File: config.mk
export PLATFORM = sky130hd
export DESIGN_NAME = pmc_power_mode_clock_control
export DESIGN_NICKNAME = d
export VERILOG_FILES = /design/src/verilog/pmc_pkg.sv /design/src/verilog/pmc_power_mode_clock_control.sv
export SDC_FILE = /design/constraint.sdc
export NUM_CORES = 1
export LEC_CHECK = 0
export ABC_AREA = 1
export BUFFER_PORTS_ARGS = -buffer_cell sky130_fd_sc_hd__buf_2
export CAP_MARGIN = 10
export CORE_MARGIN = 2
export CORE_UTILIZATION = 28
export DETAILED_ROUTE_END_ITERATION = 8
export SETUP_SLACK_MARGIN = 0.5
export SLEW_MARGIN = 15
export SYNTH_ARGS = -nofsm -noshare
export SYNTH_HDL_FRONTEND = slang
export SYNTH_SLANG_ARGS = --single-unit
File: constraint.sdc
create_clock -name clk_in -period 2.5 [get_ports clk_in]
set_clock_uncertainty 0.15 [all_clocks]
set_input_delay 0.125 -clock clk_in [delete_from_list [all_inputs] [get_ports clk_in]]
set_output_delay 0.125 -clock clk_in [all_outputs]
set_load 0.05 [all_outputs]
File: src/verilog/pmc_pkg.sv
/*
 * pmc_pkg: register map, field positions, reset values and timing
 * constants for the power mode and clock control block.
 * assumes: a 32-bit apb bus, one clock at 10 mhz.
 */
package pmc_pkg;
    // ************************************************************
    // register byte offsets
    // ************************************************************
    localparam logic [11:0] PMC_OFS_POWER_CONTROL = 12'h000;
    localparam logic [11:0] PMC_OFS_POWER_MODE = 12'h004;
    localparam logic [11:0] PMC_OFS_EXT_IRQ_FLAG = 12'h008;
    localparam logic [11:0] PMC_OFS_STATUS = 12'h00C;
    // ************************************************************
    // field positions
    // ************************************************************
    localparam int PMC_BIT_IDLE = 0;
    localparam int PMC_BIT_PDOWN = 1;
    localparam int PMC_BIT_SWB = 5;
    localparam int PMC_BIT_CD_LO = 6;
    localparam int PMC_BIT_CD_HI = 7;
    localparam int PMC_BIT_CRYSTAL_AMP_OFF = 3;
    localparam int PMC_BIT_RC_WAKE = 1;
    localparam int PMC_BIT_RC_ACT = 2;
    localparam int PMC_BIT_OSC_SEL = 3;
    localparam int PMC_BIT_XT_READY = 4;
    // ************************************************************
    // divider codes and reset values
    // ************************************************************
    localparam logic [1:0] PMC_CD_RSVD = 2'h0;
    localparam logic [1:0] PMC_CD_DIV4 = 2'h1;
    localparam logic [1:0] PMC_CD_DIV64 = 2'h2;
    localparam logic [1:0] PMC_CD_DIV1024 = 2'h3;
    localparam logic [10:0] PMC_DIV4_CNT = 11'h004;
    localparam logic [10:0] PMC_DIV64_CNT = 11'h040;
    localparam logic [10:0] PMC_DIV1024_CNT = 11'h400;
    localparam logic [10:0] PMC_DIV_ONE = 11'h001;
    localparam logic [31:0] PMC_RD_ZERO = 32'h0000_0000;
    // ************************************************************
    // timing
    // ************************************************************
    localparam int PMC_CLK_MHZ = 10;
    localparam int PMC_RST_MIN_CLK = 8;          // clock periods
    localparam int PMC_WDT_RST_CLK = 512;        // clock periods
    localparam int PMC_XT_WARM_US = 100;         // warm-up time, us
    localparam int PMC_XT_WARM_CYC = PMC_XT_WARM_US * PMC_CLK_MHZ;
    // ************************************************************
    // types
    // ************************************************************
    typedef enum logic [1:0] {
        PMC_RUN,
        PMC_IDLE,
        PMC_PDOWN
    } pmc_mode_e;
    typedef struct packed {
        logic psel;
        logic penable;
        logic pwrite;
        logic [11:0] paddr;
        logic [31:0] pwdata;
    } pmc_apb_req_s;
    typedef struct packed {
        logic pready;
        logic pslverr;
        logic [31:0] prdata;
    } pmc_apb_rsp_s;
    typedef struct packed {
        logic serial_rx_en;
        logic serial_rx_fall;
        logic serial_tx_write;
        logic serial_busy;
        logic ext_irq_ack;
        logic irq_pending;
        logic wdt_timeout;
        logic [1:0] ext_irq_low;
        logic [1:0] ext_irq_level_mode;
        logic [1:0] ext_irq_enable;
        logic global_irq_enable;
    } pmc_evt_s;
    typedef struct packed {
        logic cpu_clk_en;
        logic periph_clk_en;
        logic osc_run;
        logic crystal_amp_on;
        logic rc_osc_on;
        logic use_rc;
        logic address_latch_strobe;
        logic program_store_strobe;
        logic port0_float;
        logic port2_addr;
        logic port_hold;
        logic core_reset;
    } pmc_ctl_s;
    typedef struct packed {
        pmc_mode_e mode;
        logic [1:0] cd;
        logic [1:0] cd_pend;
        logic cd_pend_v;
        logic switchback_enable;
        logic osc_sel;
        logic osc_pend;
        logic osc_pend_v;
        logic rc_act;
        logic crystal_amp_off;
        logic rc_wake;
        logic xt_ready;
        logic [15:0] warm_cnt;
        logic [10:0] div_cnt;
        logic [3:0] rst_cnt;
        logic [9:0] wdt_cnt;
        logic wdt_arm;
        logic wdt_reset;
        logic wake_rc;
        logic [31:0] prdata;
        logic pready;
    } pmc_state_s;
endpackage

File: src/verilog/pmc_power_mode_clock_control.sv
/*
 * pmc_power_mode_clock_control: idle, power-down, economy divider,
 * oscillator select and switchback, with an apb register slave.
 * assumes: the core decodes its own instruction stream and reports
 * serial, interrupt and watchdog events as single-cycle pulses; pins
 * are synchronous to clk_in.
 */
// Operation
// - idle bit write enters idle
// - idle stops cpu clock, peripherals keep running
// - idle strobes high, ports hold, p2 address
// - enabled interrupt wakes idle, clears idle bit
// - reset exit restarts core from zero
// - watchdog runs idle; reset 512 after timeout
// - two-bit code picks 4, 64, 1024
// - idle peripherals at div4, economy same rate
// - divider change waits one instruction cycle
// - source select delayed, read-only active flag
// - ready flag set; crystal select refused unready
// - switchback forces div4 on serial/irq
// - rx start edge or tx write triggers
// - divider writes ignored during serial activity while switchback is enabled
// - any reset forces divide-by-four
// - power-down stops clocks, strobes low
// - external reset exits power-down
// - level low enabled irq wakes power-down
// - rc wake then auto switch to crystal
`timescale 1ns/100ps
module pmc_power_mode_clock_control
    import pmc_pkg::*;
#(
    parameter int XT_WARM_CYC = PMC_XT_WARM_CYC,
    parameter int RST_MIN_CLK = PMC_RST_MIN_CLK
) (
    // clock and reset
    input wire logic clk_in,
    input wire logic rst_n_in,
    // apb slave
    input wire pmc_apb_req_s apb_in,
    output pmc_apb_rsp_s apb_out,
    // pins and core events
    input wire logic ext_reset_in,
    input wire logic ext_prog_mem_in,
    input wire pmc_evt_s evt_in,
    // clock and pin control
    output pmc_ctl_s ctl_out,
    output logic [1:0] clk_div_sel_out
);
    // ************************************************************
    // helpers
    // ************************************************************
    // clocks per machine cycle for a divider code
    function automatic logic [10:0] div_len(input logic [1:0] code);
        case (code)
            PMC_CD_DIV64: div_len = PMC_DIV64_CNT;
            PMC_CD_DIV1024: div_len = PMC_DIV1024_CNT;
            default: div_len = PMC_DIV4_CNT;
        endcase
    endfunction

    pmc_state_s s_q; // whole state
    pmc_state_s s_d; // next state
    logic acc; // apb access phase
    logic wr; // apb write access
    logic mc_tick; // end of machine cycle at current rate
    logic div4_tick; // end of machine cycle at div4
    logic sw_back; // switchback trigger
    logic ext_rst_valid; // reset held long enough
    logic pd_wake_irq; // level irq wake from power-down
    logic any_reset; // internal reset request
    logic [3:0] rst_min; // reset hold count
    logic [15:0] warm_len; // crystal warm-up count

    assign rst_min = 4'(RST_MIN_CLK);
    assign warm_len = 16'(XT_WARM_CYC);
    assign acc = apb_in.psel && apb_in.penable;
    assign wr = acc && apb_in.pwrite;
    // at or past the end: a faster rate ticks at once
    assign mc_tick = (s_q.div_cnt >= div_len(s_q.cd) - PMC_DIV_ONE);
    assign div4_tick = (s_q.div_cnt[1:0] == 2'h3);
    // serial and irq activity only while enabled
    assign sw_back = s_q.switchback_enable && ((evt_in.serial_rx_en
        && evt_in.serial_rx_fall) || evt_in.serial_tx_write
        || evt_in.ext_irq_ack);
    // reset counted in clocks at pin
    assign ext_rst_valid = ext_reset_in
        && (s_q.rst_cnt >= rst_min - 4'h1);
    assign pd_wake_irq = evt_in.global_irq_enable
        && |(evt_in.ext_irq_low & evt_in.ext_irq_level_mode
        & evt_in.ext_irq_enable);
    assign any_reset = ext_rst_valid || s_q.wdt_reset;

    // ************************************************************
    // next state
    // ************************************************************
    always_comb begin
        s_d = s_q;
        s_d.pready = 1'b0;
        s_d.wdt_reset = 1'b0;
        // machine cycle divider, frozen in power-down
        if (s_q.mode != PMC_PDOWN) begin
            s_d.div_cnt = mc_tick ? 11'h000 : s_q.div_cnt + PMC_DIV_ONE;
        end
        // reset pin hold counter
        if (ext_reset_in) begin
            if (s_q.rst_cnt != 4'hF) begin
                s_d.rst_cnt = s_q.rst_cnt + 4'h1;
            end
        end else begin
            s_d.rst_cnt = 4'h0;
        end
        // delayed divider change, one instruction cycle
        if (s_q.cd_pend_v && mc_tick) begin
            s_d.cd = s_q.cd_pend;
            s_d.cd_pend_v = 1'b0;
        end
        // delayed oscillator change
        if (s_q.osc_pend_v && mc_tick) begin
            s_d.rc_act = !s_q.osc_pend;
            s_d.osc_pend_v = 1'b0;
        end
        // crystal warm-up, restarts when amplifier is off
        if (s_q.crystal_amp_off || s_q.mode == PMC_PDOWN) begin
            s_d.warm_cnt = 16'h0000;
            s_d.xt_ready = 1'b0;
        end else if (s_q.warm_cnt >= warm_len) begin
            s_d.xt_ready = 1'b1;
        end else begin
            s_d.warm_cnt = s_q.warm_cnt + 16'h0001;
        end
        // rc wake: go to crystal once stable
        if (s_q.wake_rc && s_q.xt_ready) begin
            s_d.wake_rc = 1'b0;
            s_d.rc_act = 1'b0;
        end
        // watchdog reset 512 clocks after an unserviced timeout
        if (s_q.mode != PMC_PDOWN) begin
            if (evt_in.wdt_timeout) begin
                s_d.wdt_arm = 1'b1;
                s_d.wdt_cnt = 10'h000;
            end else if (s_q.wdt_arm) begin
                s_d.wdt_cnt = s_q.wdt_cnt + 10'h001;
                if (s_q.wdt_cnt == 10'(PMC_WDT_RST_CLK - 1)) begin
                    s_d.wdt_reset = 1'b1;
                    s_d.wdt_arm = 1'b0;
                end
            end
        end
        // mode changes
        case (s_q.mode)
            PMC_IDLE: begin
                // irq or watchdog timeout wakes idle
                if (evt_in.irq_pending || evt_in.wdt_timeout) begin
                    s_d.mode = PMC_RUN;
                end
            end
            PMC_PDOWN: begin
                if (pd_wake_irq) begin
                    s_d.mode = PMC_RUN;
                    if (s_q.rc_wake) begin
                        s_d.rc_act = 1'b1;
                        s_d.wake_rc = 1'b1;
                    end
                end
            end
            default: begin
            end
        endcase
        // register writes and reads
        s_d.prdata = PMC_RD_ZERO;
        if (acc) begin
            // one wait state; a write lands on the completing edge
            s_d.pready = !s_q.pready;
            if (wr && s_q.pready) begin
                case (apb_in.paddr)
                    PMC_OFS_POWER_CONTROL: begin
                        // write is last instruction before mode
                        if (apb_in.pwdata[PMC_BIT_PDOWN]) begin
                            s_d.mode = PMC_PDOWN;
                        end else if (apb_in.pwdata[PMC_BIT_IDLE]) begin
                            s_d.mode = PMC_IDLE;
                        end
                    end
                    PMC_OFS_POWER_MODE: begin
                        s_d.switchback_enable = apb_in.pwdata[PMC_BIT_SWB];
                        // ignored when reserved, or when serial busy with switchback enabled
                        if (!(s_q.switchback_enable && evt_in.serial_busy)
                            && apb_in.pwdata[PMC_BIT_CD_HI:PMC_BIT_CD_LO]
                            != PMC_CD_RSVD) begin
                            s_d.cd_pend =
                                apb_in.pwdata[PMC_BIT_CD_HI:PMC_BIT_CD_LO];
                            s_d.cd_pend_v = 1'b1;
                        end
                        s_d.crystal_amp_off = apb_in.pwdata[PMC_BIT_CRYSTAL_AMP_OFF];
                    end
                    PMC_OFS_EXT_IRQ_FLAG: begin
                        s_d.rc_wake = apb_in.pwdata[PMC_BIT_RC_WAKE];
                        // crystal select refused while not ready
                        if (!apb_in.pwdata[PMC_BIT_OSC_SEL]
                            || s_q.xt_ready) begin
                            s_d.osc_sel = apb_in.pwdata[PMC_BIT_OSC_SEL];
                            s_d.osc_pend = apb_in.pwdata[PMC_BIT_OSC_SEL];
                            s_d.osc_pend_v = 1'b1;
                        end
                    end
                    default: begin
                    end
                endcase
            end else if (!wr && !s_q.pready) begin
                case (apb_in.paddr)
                    PMC_OFS_POWER_CONTROL: begin
                        s_d.prdata[PMC_BIT_IDLE] = (s_q.mode == PMC_IDLE);
                        s_d.prdata[PMC_BIT_PDOWN] = (s_q.mode == PMC_PDOWN);
                    end
                    PMC_OFS_POWER_MODE: begin
                        s_d.prdata[PMC_BIT_CD_HI:PMC_BIT_CD_LO] = s_q.cd;
                        s_d.prdata[PMC_BIT_SWB] = s_q.switchback_enable;
                        s_d.prdata[PMC_BIT_CRYSTAL_AMP_OFF] = s_q.crystal_amp_off;
                    end
                    PMC_OFS_EXT_IRQ_FLAG: begin
                        s_d.prdata[PMC_BIT_OSC_SEL] = s_q.osc_sel;
                        s_d.prdata[PMC_BIT_RC_ACT] = s_q.rc_act;
                        s_d.prdata[PMC_BIT_RC_WAKE] = s_q.rc_wake;
                    end
                    PMC_OFS_STATUS: begin
                        s_d.prdata[PMC_BIT_XT_READY] = s_q.xt_ready;
                    end
                    default: begin
                    end
                endcase
            end
        end
        // switchback beats any pending slow selection
        if (sw_back) begin
            s_d.cd = PMC_CD_DIV4;
            s_d.cd_pend_v = 1'b0;
        end
        // any reset restores run at div4
        if (any_reset) begin
            s_d.mode = PMC_RUN;
            s_d.cd = PMC_CD_DIV4;
            s_d.cd_pend_v = 1'b0;
            s_d.switchback_enable = 1'b0;
            s_d.div_cnt = 11'h000;
        end
    end

    // ************************************************************
    // state register
    // ************************************************************
    always_ff @(posedge clk_in) begin
        if (!rst_n_in) begin
            s_q <= '0;
            s_q.mode <= PMC_RUN;
            s_q.cd <= PMC_CD_DIV4;
            s_q.osc_sel <= 1'b1;
        end else begin
            s_q <= s_d;
        end
    end

    // ************************************************************
    // outputs
    // ************************************************************
    always_comb begin
        ctl_out = '0;
        // cpu halted in idle and power-down
        ctl_out.cpu_clk_en = (s_q.mode == PMC_RUN) && mc_tick;
        // peripherals at div4 in idle, economy rate when running
        case (s_q.mode)
            PMC_IDLE: ctl_out.periph_clk_en = div4_tick;
            PMC_RUN: ctl_out.periph_clk_en = mc_tick;
            default: ctl_out.periph_clk_en = 1'b0;
        endcase
        ctl_out.osc_run = (s_q.mode != PMC_PDOWN);
        ctl_out.crystal_amp_on = !s_q.crystal_amp_off && (s_q.mode != PMC_PDOWN);
        ctl_out.rc_osc_on = s_q.rc_act && (s_q.mode != PMC_PDOWN);
        ctl_out.use_rc = s_q.rc_act;
        // strobes: high in idle, low in power-down
        ctl_out.address_latch_strobe = (s_q.mode == PMC_IDLE);
        ctl_out.program_store_strobe = (s_q.mode == PMC_IDLE);
        ctl_out.port_hold = (s_q.mode != PMC_RUN);
        ctl_out.port0_float = (s_q.mode != PMC_RUN) && ext_prog_mem_in;
        ctl_out.port2_addr = (s_q.mode == PMC_IDLE) && ext_prog_mem_in;
        ctl_out.core_reset = any_reset;
        clk_div_sel_out = s_q.cd;
        apb_out.pready = s_q.pready;
        apb_out.pslverr = 1'b0;
        apb_out.prdata = s_q.prdata;
    end
endmodule // pmc_power_mode_clock_control

==> metrics.txt <==
row count=40; H-tree level count=3; share of layout cells above drive strength 1=22.0%; top-area cell type share of the netlist area=39.1%; worst r2r src=clk_div_sel_out[1]; overall power=2760 uW; Final Cycle Share=85.0%; drt initial violations=131; busiest grt layer=met2; Setup CP Type=reg2out; synth unique cells=36; first-pass GRT wire length=13700 um; Post-Synth Adder-Cell Area=4.67%; Reg2Reg Capture Point=s_q[54]; CP Depth=9; most used cell along the critical path=nand2_2; Setup Viol. Count Final=0; Int Pwr=2070 uW; hold path startpoint=apb_in[46]; yosys warns=0; Worst Path Max Fanout=5; Worst Hold Class=in2reg; ant diodes=0; final hold slack=69.8 ps; Final Non-Filler Cells=723; Net count, final=628; Synth Area in Compound Gates=12.4%; largest net degree at the start of global routing=18; Post-Syn Area=3480 um2; Synth Area in XOR/XNOR=2.26%; WP buf/inv=2; Power Density=613 nW/um2; critical path required time=2230 ps; final antenna-violating net count=0; CP cell instances=nand2_4, ha_4, nand2_2, nor3_2, nand3_1, nand2_2, inv_4, o22ai_4, buf_6; gr ovfl total=0; R2R depth=11; CTS root buf=clkbuf_16; Synth Area in Simple Gates=25.9%; synthesized instance count=468; met2 usage=22.9%; cell leakage power=0.00190 uW; synth top area cells=dfxtp_1, buf_4, nand2_1, inv_1, nor2_1; Max Cap Viol=0; Avg Synthesized Cell Area=7.44 um2; area grow syn2layout=29.3%; most common cell after layout, fill and taps aside=nand2_1; Port-buffer cells=61; drc violations=0; mux contribution to synthesized area=0%; final setup TNS=0 ps; Pre-antenna DRT Iters=4; Clock power frac=48.5%; number of synthesized register bits=68; clock buffer depth=2; Avg Vias per Cell=4.46; Crit path largest cell delay=380 ps; global-route track usage on met1=14.2%; CTS sink count=68; Vias=3223; Peak Freq=471 MHz; largest family of logic cells by synthesized area=simple AND/OR/NAND/NOR gates; delay-heaviest family, CP=simple AND/OR/NAND/NOR gates; Post-Place Cells=679; Die ar.=13300 um2; core area=12100 um2; initial antenna violation count=0; switch share=25.1%; slowest CP cell=dfxtp_4; Worst VDD drop=0.298 mV; die width=115 um; total track usage=13.0%; final number of hold-violating endpoints=0; WP data arrival=1850 ps; io pins=113; post-route minimum period=2120 ps; DRT Wirelength=8440 um; routed len/inst=11.7 um; cts bufs inserted=9; most frequent cells in the layout=nand2_1, dfxtp_1, buf_2, inv_1, nor2_1; CP startpoint=clk_div_sel_out[1]; post-synthesis sequential area ratio=39.1%; met3 usage=2.46%; vias in the first global route=3086; Psw=694 uW; initial core utilization=28.9%; Sequential Power Share=40.3%; max-slew violations=0; unrepaired setup endpoints after global routing=true; clk_lat worst skew=330 ps; Placer Congestion=0.857; Worst-path clk slew=60 ps; Worst Setup End Kind=output port; Final Core Density=37.3%; Combinational Power Share=11.2%; crit path capture=ctl_out[10]; die height=115 um; area leader, netlist=dfxtp_1; startpoint types=flop; post-DP HPWL=5990 um; worst reg2reg setup slack=430 ps; outcome=finished, final reports clean; CTS tree=yes
power by group through the flow:
stage / logic (uW) / registers [uW] / clock network (uW)
2_1_floorplan: 220 / 1130 / 0
3_3_place_gp: 246 / 1140 / 0
3_5_place_dp: 251 / 1140 / 0
4_1_cts: 297 / 1110 / 1360
5_1_grt: 334 / 1110 / 1410
6_report: 309 / 1110 / 1340
synthesized netlist by cell type, drive strengths merged:
cell type	instances
nand2	84
dfxtp	68
inv	59
nor2	57
buf	42
a21oi	38
nand3	29
o21ai	20
ha	13
nor3	11
nand4	9
xor2	6
a211oi	5
nand3b	4
a221oi	3
nor3b	3
xnor2	3
conb	2
nor4	2
o21a	2
o21bai	2
o22ai	2
a21boi	1
a21o	1
clkbuf	1
o311ai	1
cell type report:
class,instances,area [um2]
Inverter,59,226
Clock inverter,7,91.3
Clock buffer,9,225
Sequential cell,68,1370
Fill cell,1226,7560
Timing Repair Buffer,89,591
Tap cell,168,210
Multi-Input combinational cell,323,1790
flip-flops by register name (all words and copies together) (netlist names):
name / count
apb_out: 9
ctl_out: 1
clk_div_sel_out: 2
s_q: 56
routing by layer:
metal,up-vias,part of all wire (%)
met3,31,3.8
met1,1472,41
li1,1628,-
met5,-,0
met2,92,51
met4,0,4.0
worst reg2reg max path, stage by stage, from the launching register on:
cell and delay [ps]:
dfxtp_4 380, nand2_4 80, ha_4 280, nand2_2 70
nor3_2 170, nand3_1 110, nand2_2 100, inv_4 50
buf_4 130, buf_6 130, o21ai_4 230, nor3b_2 70
logic make-up (layout without fill, tap and decap cells):
kind of cell    count (synthesis)  after routing
compound gates                 75             76
xor+xnor                        9              9
fa+ha+maj                      13             13
buf+inv                       102            164
flops                          68             68
other cells                     2             26
simple gates                  199            199
worst min path at each step:
stage                 endpoint  cells past startpoint
global placement       s_q[87]                      3
CTS                 apb_out[4]                      5
detailed placement     s_q[86]                      3
floorplan              s_q[86]                      2
finish              apb_out[4]                      5
global route        apb_out[4]                      5
stage by stage:
stage               area [um2]  setup WS [ps]
CTS                       4420            380
floorplan                 3580            515
detailed placement        3790            362
finish                    4500            376
global route              4500            302
global placement          3790            393
timing repair:
item | in CTS | in global routing
gates cloned | 1 | 0
pin swaps | 6 | 14
gates resized for setup | 17 | 16
hold buffers | 21 | 0
setup endpoints to repair | 25 | 24
buffers inserted | 4 | 2
endpoints found under the hold margin | 19 | 0
Power figures use the tool's default switching activity.
